`src/verilog/strap_pkg.sv`:
```
// strap_pkg: register map, field layout, reset values and timing counts
// for the management address strap latch.
// assumes a 40 MHz device clock.
package strap_pkg;
    localparam int          ADDR_W         = 5;
    localparam int          DATA_W         = 16;
    localparam int          NUM_STRAPS     = 5;
    localparam logic [4:0]  REG_PHY_CTRL   = 5'h19;
    // field positions inside phy_control_config
    localparam int          F_ADDR_LSB     = 0;
    localparam int          F_ADDR_MSB     = 4;
    localparam int          F_DUP_MODE     = 6;
    localparam int          F_TX_MODE      = 7;
    // bits 15:5 are software writable, 4:0 hold the latched address
    localparam logic [15:0] CTRL_WR_MASK   = 16'hffe0;
    localparam logic [15:0] CTRL_RST       = 16'h0040;
    localparam logic [4:0]  ISOLATE_ADDR   = 5'h00;
    localparam logic [15:0] UNMAPPED_DATA  = 16'h0000;
    // strap settle time after reset release before the pins are sampled
    localparam int          CLK_PERIOD_PS  = 25000;
    localparam int          SETTLE_NS      = 1000;
    localparam int          SETTLE_CYC     =
        (SETTLE_NS * 1000 + CLK_PERIOD_PS - 1) / CLK_PERIOD_PS;
    localparam int          CNT_W          = 12;

    typedef enum logic [1:0] {
        ST_RESET,
        ST_SETTLE,
        ST_RUN
    } strap_state_t;
endpackage

```
`src/verilog/sync2_stage.sv`:
```
// sync2_stage: two flip-flop synchroniser for a bus of independent levels.
// assumes each bit is a slow level; no word coherence is implied.
`timescale 1ns/1ps
module sync2_stage #(
    parameter int W = 1
) (
    input  wire logic         clk_i,
    input  wire logic         rst_n_i,
    input  wire logic [W-1:0] async_i,
    output logic      [W-1:0] sync_o
);
    logic [W-1:0] meta_q;
    logic [W-1:0] sync_q;

    always_ff @(posedge clk_i) begin
        if (!rst_n_i) begin
            meta_q <= '0;
            sync_q <= '0;
        end else begin
            meta_q <= async_i;
            sync_q <= meta_q;
        end
    end

    assign sync_o = sync_q;
endmodule

```
`src/verilog/phy_address_strap_latch.sv`:
```
// phy_address_strap_latch: strap sampling of the management address on
// dual-use indicator pins, the phy_control_config register and isolate.
// assumes board resistors set pin levels while the pins are undriven and
// that indicator sources come from logic on clk_i.
// assumes the register port and rst_n_i come from logic on clk_i.
// all outputs come straight from the state register.
// Contract
// - five straps give 32 management addresses
// - strapped address zero forces isolate after reset
// - strap bit n lands in register 19h bit n
// - reset pin active high, restarts initialization
// - reset returns all register bits to default
// - every reset resamples all straps again
// - after sampling, until the next reset, straps drive indicator outputs
// - register access works while isolated
`timescale 1ns/1ps
module phy_address_strap_latch #(
    parameter int SETTLE_CYCLES = strap_pkg::SETTLE_CYC
) (
    // clock and resets
    input  wire logic                              clk_i,
    input  wire logic                              rst_n_i,
    input  wire logic                              hw_reset_i,
    // shared strap and indicator pins
    input  wire logic [strap_pkg::NUM_STRAPS-1:0]  mgmt_addr_strap_i,
    output logic      [strap_pkg::NUM_STRAPS-1:0]  mgmt_addr_strap_o,
    output logic      [strap_pkg::NUM_STRAPS-1:0]  mgmt_addr_strap_oe_o,
    // indicator sources
    input  wire logic                              collision_indicator_i,
    input  wire logic                              transmit_indicator_i,
    input  wire logic                              disconnect_status_i,
    input  wire logic                              receive_indicator_i,
    input  wire logic                              link_indicator_i,
    input  wire logic                              duplex_status_i,
    input  wire logic                              polarity_status_i,
    // register port
    input  wire logic [strap_pkg::ADDR_W-1:0]      reg_addr_i,
    input  wire logic                              reg_rd_i,
    input  wire logic                              reg_wr_i,
    input  wire logic [strap_pkg::DATA_W-1:0]      reg_wdata_i,
    output logic      [strap_pkg::DATA_W-1:0]      reg_rdata_o,
    output logic                                   reg_ack_o,
    // latched strap status
    output logic      [strap_pkg::NUM_STRAPS-1:0]  mgmt_addr_o,
    output logic                                   isolate_o,
    output logic                                   strap_done_o
);
    import strap_pkg::*;

    localparam logic [CNT_W-1:0] SETTLE_LAST =
        CNT_W'(SETTLE_CYCLES - 1);

    typedef struct packed {
        strap_state_t          state;
        logic [CNT_W-1:0]      cnt;
        logic [NUM_STRAPS-1:0] addr;
        logic [DATA_W-1:0]     ctrl;
        logic                  isolate;
        logic                  done;
        logic [NUM_STRAPS-1:0] pin_out;
        logic [NUM_STRAPS-1:0] pin_oe;
        logic [DATA_W-1:0]     rdata;
        logic                  ack;
    } strap_regs_t;

    strap_regs_t           s_q;
    strap_regs_t           s_d;
    logic [NUM_STRAPS-1:0] strap_sync;
    logic                  hw_reset_sync;
    logic [NUM_STRAPS-1:0] ind_level;
    logic                  reg_req;
    logic                  reg_hit;
    logic                  settle_end;

    // one set of reset values for the state register
    localparam strap_regs_t S_RST = '{
        state:   ST_RESET,
        cnt:     '0,
        addr:    '0,
        ctrl:    CTRL_RST,
        isolate: 1'b0,
        done:    1'b0,
        pin_out: '0,
        pin_oe:  '0,
        rdata:   '0,
        ack:     1'b0
    };

    // register decode and end of the strap settle wait
    always_comb begin
        reg_req    = reg_rd_i || reg_wr_i;
        reg_hit    = (reg_addr_i == REG_PHY_CTRL);
        settle_end = (s_q.state == ST_SETTLE) && (s_q.cnt == SETTLE_LAST);
    end

    // pins and the reset pin come from outside the clock domain
    sync2_stage #(
        .W (NUM_STRAPS)
    ) u_strap_sync (
        .clk_i   (clk_i),
        .rst_n_i (rst_n_i),
        .async_i (mgmt_addr_strap_i),
        .sync_o  (strap_sync)
    );

    sync2_stage #(
        .W (1)
    ) u_reset_sync (
        .clk_i   (clk_i),
        .rst_n_i (rst_n_i),
        .async_i (hw_reset_i),
        .sync_o  (hw_reset_sync)
    );

    always_comb begin
        ind_level[0] = collision_indicator_i;
        if (s_q.ctrl[F_TX_MODE]) begin
            ind_level[1] = disconnect_status_i;
        end else begin
            ind_level[1] = transmit_indicator_i;
        end
        ind_level[2] = receive_indicator_i;
        ind_level[3] = link_indicator_i;
        if (s_q.ctrl[F_DUP_MODE]) begin
            ind_level[4] = duplex_status_i;
        end else begin
            ind_level[4] = polarity_status_i;
        end
    end

    always_comb begin
        s_d       = s_q;
        s_d.ack   = 1'b0;
        // rdata holds until the next request
        s_d.rdata = s_q.rdata;
        case (s_q.state)
            ST_RESET: begin
                // pins stay released until the reset pin falls
                s_d.pin_oe  = '0;
                s_d.pin_out = '0;
                s_d.cnt     = '0;
                if (!hw_reset_sync) begin
                    s_d.state = ST_SETTLE;
                end
            end
            ST_SETTLE: begin
                // pins float so the board resistors set them
                s_d.pin_oe = '0;
                if (settle_end) begin
                    // five strap levels form the address
                    // strap bit n into register bit n
                    s_d.addr    = strap_sync;
                    s_d.ctrl[F_ADDR_MSB:F_ADDR_LSB] = strap_sync;
                    s_d.isolate = (strap_sync == ISOLATE_ADDR);
                    s_d.done    = 1'b1;
                    s_d.state   = ST_RUN;
                end else begin
                    s_d.cnt = s_q.cnt + CNT_W'(1);
                end
            end
            ST_RUN: begin
                // pins now drive indicators
                // strap levels ignored until the next reset
                s_d.pin_oe  = '1;
                s_d.pin_out = ind_level;
            end
            default: begin
                s_d.state = ST_RESET;
            end
        endcase

        if (reg_req) begin
            s_d.ack = 1'b1;
            if (reg_hit) begin
                s_d.rdata = s_q.ctrl;
                if (reg_wr_i) begin
                    // address field not writable
                    // a latch in this cycle keeps its address
                    s_d.ctrl = (s_d.ctrl & ~CTRL_WR_MASK)
                             | (reg_wdata_i & CTRL_WR_MASK);
                end
            end else begin
                s_d.rdata = UNMAPPED_DATA;
            end
        end

        // active high reset restarts init
        // register port keeps answering meanwhile
        if (hw_reset_sync) begin
            s_d.state   = ST_RESET;
            s_d.cnt     = '0;
            s_d.pin_oe  = '0;
            s_d.pin_out = '0;
            s_d.ctrl    = CTRL_RST;
            s_d.addr    = '0;
            s_d.isolate = 1'b0;
            s_d.done    = 1'b0;
        end
    end

    always_ff @(posedge clk_i) begin
        if (!rst_n_i) begin
            s_q <= S_RST;
        end else begin
            s_q <= s_d;
        end
    end

    assign mgmt_addr_strap_o    = s_q.pin_out;
    assign mgmt_addr_strap_oe_o = s_q.pin_oe;
    assign reg_rdata_o          = s_q.rdata;
    assign reg_ack_o            = s_q.ack;
    assign mgmt_addr_o          = s_q.addr;
    assign isolate_o            = s_q.isolate;
    assign strap_done_o         = s_q.done;
endmodule

```
`config.mk`:
```
export PLATFORM = sky130hd
export DESIGN_NAME = phy_address_strap_latch
export DESIGN_NICKNAME = d
export VERILOG_FILES = /design/src/verilog/strap_pkg.sv /design/src/verilog/sync2_stage.sv /design/src/verilog/phy_address_strap_latch.sv
export SDC_FILE = /design/constraint.sdc
export NUM_CORES = 1
export LEC_CHECK = 0
export BUFFER_PORTS_ARGS = -buffer_cell sky130_fd_sc_hd__buf_2
export CAP_MARGIN = 20
export CORE_AREA = 2 2 79 81
export DETAILED_ROUTE_END_ITERATION = 8
export DIE_AREA = 0 0 81 83
export GPL_TIMING_DRIVEN = 0
export PLACE_DENSITY_LB_ADDON = 0.2
export SYNTH_ARGS = -nofsm -noshare
export SYNTH_HDL_FRONTEND = slang
export SYNTH_SLANG_ARGS = --single-unit
export TNS_END_PERCENT = 50
```
`constraint.sdc`:
```
create_clock -name clk_i -period 2.1 [get_ports clk_i]
set_input_delay 0.315 -clock clk_i [delete_from_list [all_inputs] [get_ports clk_i]]
set_output_delay 0.315 -clock clk_i [all_outputs]
set_load 0.03 [all_outputs]
```
==> results of run 1 <==
## power by group through the flow
stage	Clock [W]	Sequential (W)	Combinational, W
floorplan	0	0.00142	0.0000716
global placement	0	0.00142	0.000128
detailed placement	0	0.00142	0.000129
CTS	0.00122	0.00139	0.000130
global route	0.00129	0.00139	0.000145
finish	0.00121	0.00139	0.000130
## cell type report
class	count	area share [%]
Tap cell	75	2.61
Timing Repair Buffer	66	9.18
Buffer	49	8.55
Inverter	1	0.104
Clock inverter	5	2.23
Sequential cell	72	40.1
Multi-Input combinational cell	193	33.3
Clock buffer	11	3.93
## state kept, by name, summed over array words and instances, names as in the netlist, named ones only
register              count
strap_done_o              1
reg_ack_o                 1
mgmt_addr_strap_oe_o      1
u_reset_sync.meta_q       1
reg_rdata_o              16
u_strap_sync.sync_o       5
u_strap_sync.meta_q       5
s_q                      25
mgmt_addr_o               5
isolate_o                 1
u_reset_sync.sync_o       1
mgmt_addr_strap_o         5
## logic make-up after synthesis
logic type                 synth area share, %
and+or+nand+nor                           22.7
DFF                                       48.8
AOI/OAI and AO/OA                         12.7
buffers and inverters                     10.6
muxes                                     4.87
adders and majority gates                0.424
## layer usage
layer,vias to the layer above,track usage [%]
li1,1229,-
met1,1089,24.4
met2,72,28.9
met3,7,3.70
met4,0,7.86
met5,-,0
## path summary, 6_finish.rpt
kind,to,startpoint,slack (ns),cells past startpoint
hold / removal,u_strap_sync.meta_q[1],mgmt_addr_strap_i[1],0.18,2
setup / recovery,mgmt_addr_o[2],s_q[50],0.17,7
hold reg to reg,u_strap_sync.sync_o[2],u_strap_sync.meta_q[2],0.43,1
setup reg to reg,mgmt_addr_o[2],s_q[50],0.17,7
## per-stage QoR
step                util, %  setup WS (ns)  hold slack [ns]  std cells  cell area, sq um
detailed placement     58.1          0.119            0.417        456              3380
global placement       58.1          0.148            0.414        456              3380
CTS                    61.9          0.166            0.164        472              3600
global route           61.9        0.00225            0.168        472              3600
finish                 61.9          0.167            0.180        472              3600
floorplan                 -          0.446            0.412        315              2950
## cells in the mapped netlist (2+ instances only)
master,number
nor2_1,24
nor4_1,4
o21ai_0,4
clkbuf_1,17
or3_1,2
dfxtp_1,72
nand3_1,7
a21oi_1,16
nor3_1,3
a22oi_1,22
nand4_1,8
nand2b_1,2
mux2_2,3
or4_4,2
or4_1,6
buf_4,31
and2_1,12
o31ai_1,2
nor2b_1,20
mux2i_1,11
and4_1,2
nand2_1,26
a31oi_1,2
==> results.md, run 1 <==
* Run status: completed
* Flop pwr share at 51.0%
* Detail Route Antenna Nets at 0
* Actual transition at the worst max-transition pin at 0.816 ns
* Top cells by area in the synthesized netlist: dfxtp_1 (49%), buf_4 (7.9%), a22oi_1 (5.6%)
* Final #Nets at 431
* Delay of the slowest cell on the worst path at 0.39 ns
* Synth cell types at 40
* Maximum fanout along the worst path at 8
* I/O pins at 72
* Power density normalized to cell area at 758 nW/um^2
* Standard-cell row count at 28
* Portion of synthesized cell area occupied by the leading cell type at 48.8%
* Filler cells at 525
* Drt drc at 0
* Detailed router's first-iteration violation count at 106
* Worst path cell trace: ha_1 -> and3_1 -> clkbuf_1 -> and4_1 -> clkbuf_1 -> nand2_1 -> a21oi_1
* Global route total overflow at 0
* Routed length on met3 at 344 um
* Share of the clock period used by the worst path at 92.1%
* CP Class: reg -> reg
* Area Overhead vs Synth at 21.9%
* Floorplan die area at 6720 sq um
* Largest net degree at the start of global routing at 13
* Post-Syn Area per Cell at 9.37 sq um
* Detailed-route vias per instance at 5.08
* Skew final at 0.00915 ns
* Highest layer used for signal routing: met4
* Worst ir drop on vdd at 416 uV
* Layout cell share with drive strength beyond 1 at 31.2%
* Overall global routing resource usage at 18.4%
* Clock tree root driver cell: clkbuf_8
* Routed len/inst at 12.7 um
* Hold/Removal Path Class: in -> reg
* Final count of negative-setup-slack endpoints at 0
* Final wirelength at 6020 um
* Post-CTS Repair Setup Buffers at 0
* Post-synth EDFFs at 0
* Total of max-cap violations at 0
* Number of instances in the synthesized netlist at 315
* Setup crit end kind: register
* Hold Buf Count CTS at 0
* Area of the mapped netlist at 2950 sq um
* Most used cell, CP: clkbuf_1
* Setup repair after global routing missed its margin: false
* Data required time at the worst endpoint at 2.37 ns
* Vias in the first global route at 2169
* Initial antenna violation count at 0
* Count of instances resized after the clock tree is built at 0
* Combinational group share of total power at 4.8%
* FMAX at 517 MHz
* Chip Height at 83 um
* Total number of H-tree levels at 3
* Chip Width at 81 um
* Crit path time final at 1.93 ns
* Number of port buffers at 66
* Number of buffers and inverters on the critical path at 2
* Routability-driven placement congestion ratio at 0.888
* Final number of hold-violating endpoints at 0
* Met1 Routed Length at 2840 um
* Sequential cell area at 1440 sq um
* Crit path max-delay family: simple AND/OR/NAND/NOR gates
* First drt pass iteration count at 4
* Wire length of the first global-routing pass at 9760 um
* Part of the Yosys area used for sequential elements at 48.8%
* Register clock-pin slew on the reported worst setup and hold paths at 0.07 ns
* Hpwl dp at 4320 um
* Clock network fraction of total power at 44.3%
* Fraction of registers with async set/reset at 0%
* Net count after synthesis at 354
* Startpoint kind of the worst setup timing path: register
* Remaining max-slew budget at the tightest pin at 45.2%
* Sink Count at 72
* Max clock buf depth at 2
* Overall via count from detail_route at 2397
* Leading cell type in the layout, fill and taps excluded: dfxtp_1
* Count of yosys warnings during synthesis at 0
* Effective utilization at floorplan at 50.8%
* Most frequent cells in the layout: dfxtp_1 (72), buf_2 (66), buf_4 (31)
* Routed met2 length at 2760 um
* CTS tree: built
* Net switching fraction of the power at 21.7%
* Clock buffer count from CTS at 9
* TNS Setup at 0 ns
* Worst-path cell with the longest stage delay: dfxtp_1
* Register bit count reported by yosys at 72
* Data arrival time at the worst-slack endpoint at 2.20 ns
* Internal power at 0.00213 W
* Later-pin clock latency in the skew report at 0.34 ns
* Slew Viols, Final at 0
* Antenna Cells at 0
* Main synth FF type: dfxtp_1
* Overall power at 0.00273 W
* Net switching power at 0.000591 W
* Multi-input gate area at 1200 sq um
* Cell taking the most area after synthesis: dfxtp_1
* Core footprint at 5820 sq um
* Static leakage at 1.57 nW
Note: power is estimated with default switching activity, not from simulation.
==> run 2: changes to the inputs <==
CTS_BUF_LIST = sky130_fd_sc_hd__clkbuf_16   (was default)
==> run 2 against run 1 <==
  * Non-clock buffer count unchanged
  * Setup slack improved by 0.017 ns
  * Global-route usage increased by 0.48 points
  * Register-to-register slack improved by 0.02 ns
  * Sequential share of layout area decreased by 0.99 points
  * Core utilization increased by 1.6 points
  * Clock-buffer cell count decreased by 2
  * Clock power increased by 30%
  * Critical path depth unchanged
  * Total power increased by 13%
  * Via count increased by 0.83%
  * Flip-flop and latch count unchanged
==> results.md, run 2 (synthesized netlist as in run 1, its figures left out) <==
* Max clock buf depth at 2 (unchanged)
* Skew final at 0.00490 ns (-0.00425 ns)
* Multi-input gate area at 1200 sq um (unchanged)
* Later-pin clock latency in the skew report at 0.32 ns (-0.02 ns)
* Register clock-pin slew on the reported worst setup and hold paths at 0.06 ns (about the same)
* Detail Route Antenna Nets at 0 (unchanged)
* Run status: completed
* Detailed router's first-iteration violation count at 83 (-22%)
* Most used cell, CP: clkbuf_1
* Area Overhead vs Synth at 25.0%
* Sink Count at 72 (unchanged)
* Share of the clock period used by the worst path at 91.2% (-0.81 points)
* Largest net degree at the start of global routing at 13 (unchanged)
* Number of flip-flops in the largest register at 25 (unchanged)
* Standard-cell row count at 28 (unchanged)
* First drt pass iteration count at 5 (+1)
* Wire length of the first global-routing pass at 10000 um (+2.5%)
* Most frequent cells in the layout: dfxtp_1 (72), buf_2 (66), buf_4 (31)
* Filler cells at 513 (-2.3%)
* Overall global routing resource usage at 18.9% (+0.48 points)
* Remaining max-slew budget at the tightest pin at 48.1% (+2.8 points)
* Leading cell type in the layout, fill and taps excluded: dfxtp_1
* Delay of the slowest cell on the worst path at 0.39 ns (about the same)
* Final number of hold-violating endpoints at 0 (unchanged)
* Antenna Cells at 0 (unchanged)
* Floorplan die area at 6720 sq um (unchanged)
* DP Area at 3380 sq um (unchanged)
* Final count of negative-setup-slack endpoints at 0 (unchanged)
* Crit path time final at 1.92 ns (-0.0171 ns)
* Final wirelength at 6160 um (+2.3%)
* CP Class: reg -> reg
* Core footprint at 5820 sq um (unchanged)
* Worst ir drop on vdd at 500 uV (+20%)
* Chip Width at 81 um (unchanged)
* Routability-driven placement congestion ratio at 0.888 (unchanged)
* Hold/Removal Path Class: in -> reg
* Vias in the first global route at 2202 (+1.5%)
* Total of max-cap violations at 0 (unchanged)
* Global route total overflow at 0 (unchanged)
* Largest Register: s_q
* Data required time at the worst endpoint at 2.35 ns (-0.02 ns)
* TNS Setup at 0 ns (unchanged)
* Total number of H-tree levels at 3 (unchanged)
* Data arrival time at the worst-slack endpoint at 2.16 ns (-0.04 ns)
* Slew Viols, Final at 0 (unchanged)
* Detailed-route vias per instance at 5.12 (+0.83%)
* Number of port buffers at 66 (unchanged)
* Initial antenna violation count at 0 (unchanged)
* Count of instances resized after the clock tree is built at 0 (unchanged)
* Final Cell Area at 3690 sq um (+2.5%)
* Overall via count from detail_route at 2417 (+0.83%)
* Number of buffers and inverters on the critical path at 2 (unchanged)
* Crit path max-delay family: simple AND/OR/NAND/NOR gates
* Clock tree root driver cell: clkbuf_16
* I/O pins at 72 (unchanged)
* FMAX at 522 MHz (+0.89%)
* Power density normalized to cell area at 839 nW/um^2 (+11%)
* Setup repair after global routing missed its margin: false
* Worst-path cell with the longest stage delay: dfxtp_1
* Post-CTS Repair Setup Buffers at 0 (unchanged)
* Setup crit end kind: register
* Chip Height at 83 um (unchanged)
* Maximum fanout along the worst path at 8 (unchanged)
* CTS tree: built
* Hpwl dp at 4320 um (unchanged)
* Effective utilization at floorplan at 50.8% (unchanged)
* Routed len/inst at 13.0 um (+2.3%)
* Final-layout worst hold slack at 0.197 ns (+0.0175 ns)
* Startpoint kind of the worst setup timing path: register
* Actual transition at the worst max-transition pin at 0.773 ns (-0.0423 ns)
* Hold Buf Count CTS at 0 (unchanged)
* Clock buffer count from CTS at 9 (unchanged)
* Final #Nets at 431 (unchanged)
* Drt drc at 0 (unchanged)
* Static leakage at 1.62 nW (+2.8%)
* Layout cell share with drive strength beyond 1 at 31.0% (-0.25 points)
* Sequential cell area at 1440 sq um (unchanged)
* Worst path cell trace: ha_1 -> and3_1 -> clkbuf_1 -> and4_1 -> clkbuf_1 -> nand2_1 -> a21oi_1
run 2: path summary, 6_finish.rpt:
| kind | depth (start not counted) | slack (ns) | endpoint | startpoint |
|---|---|---|---|---|
| worst max register to register | 7 | 0.18 | mgmt_addr_o[0] | s_q[50] |
| worst min-delay path | 2 | 0.20 | u_strap_sync.meta_q[1] | mgmt_addr_strap_i[1] |
| worst max-delay path | 7 | 0.18 | mgmt_addr_o[0] | s_q[50] |
| worst min register to register | 1 | 0.43 | u_strap_sync.sync_o[2] | u_strap_sync.meta_q[2] |
run 2: report_power, final:
part           switching (W)  total (W)  internal [W]
combinational      0.0000768   0.000131     0.0000539
sequential        0.00000840    0.00139       0.00138
clock               0.000543    0.00157       0.00103
total               0.000629    0.00309       0.00247
run 2: per-stage QoR:
stage                     worst slack (ns)  utilization, %  instances  power, W
final                                0.184            63.4        472   0.00309
after CTS                            0.174            63.4        472   0.00312
after global routing               0.00656            63.4        472   0.00320
after detailed placement             0.119            58.1        456   0.00155
after floorplan                      0.446               -        315   0.00149
after global placement               0.148            58.1        456   0.00155
run 2: routing by layer:
layer  vias to the layer above  track usage [%]  part of all wire [%]
met4                         0             6.93                  0.88
li1                       1233                -                     -
met2                        74             29.6                    47
met5                         -                0                     0
met1                      1106             25.2                    46
met3                         4             4.35                   5.4
run 2: cell type report:
| type | count | share of cell area (%) |
|---|---|---|
| flip-flops and latches | 72 | 39.1 |
| inverters | 1 | 0.102 |
| multi-input cells | 193 | 32.5 |
| well taps | 75 | 2.54 |
| plain buffers | 49 | 8.34 |
| clock buffers | 9 | 6.10 |
| repair buffers | 66 | 8.95 |
| clock inverters | 7 | 2.37 |
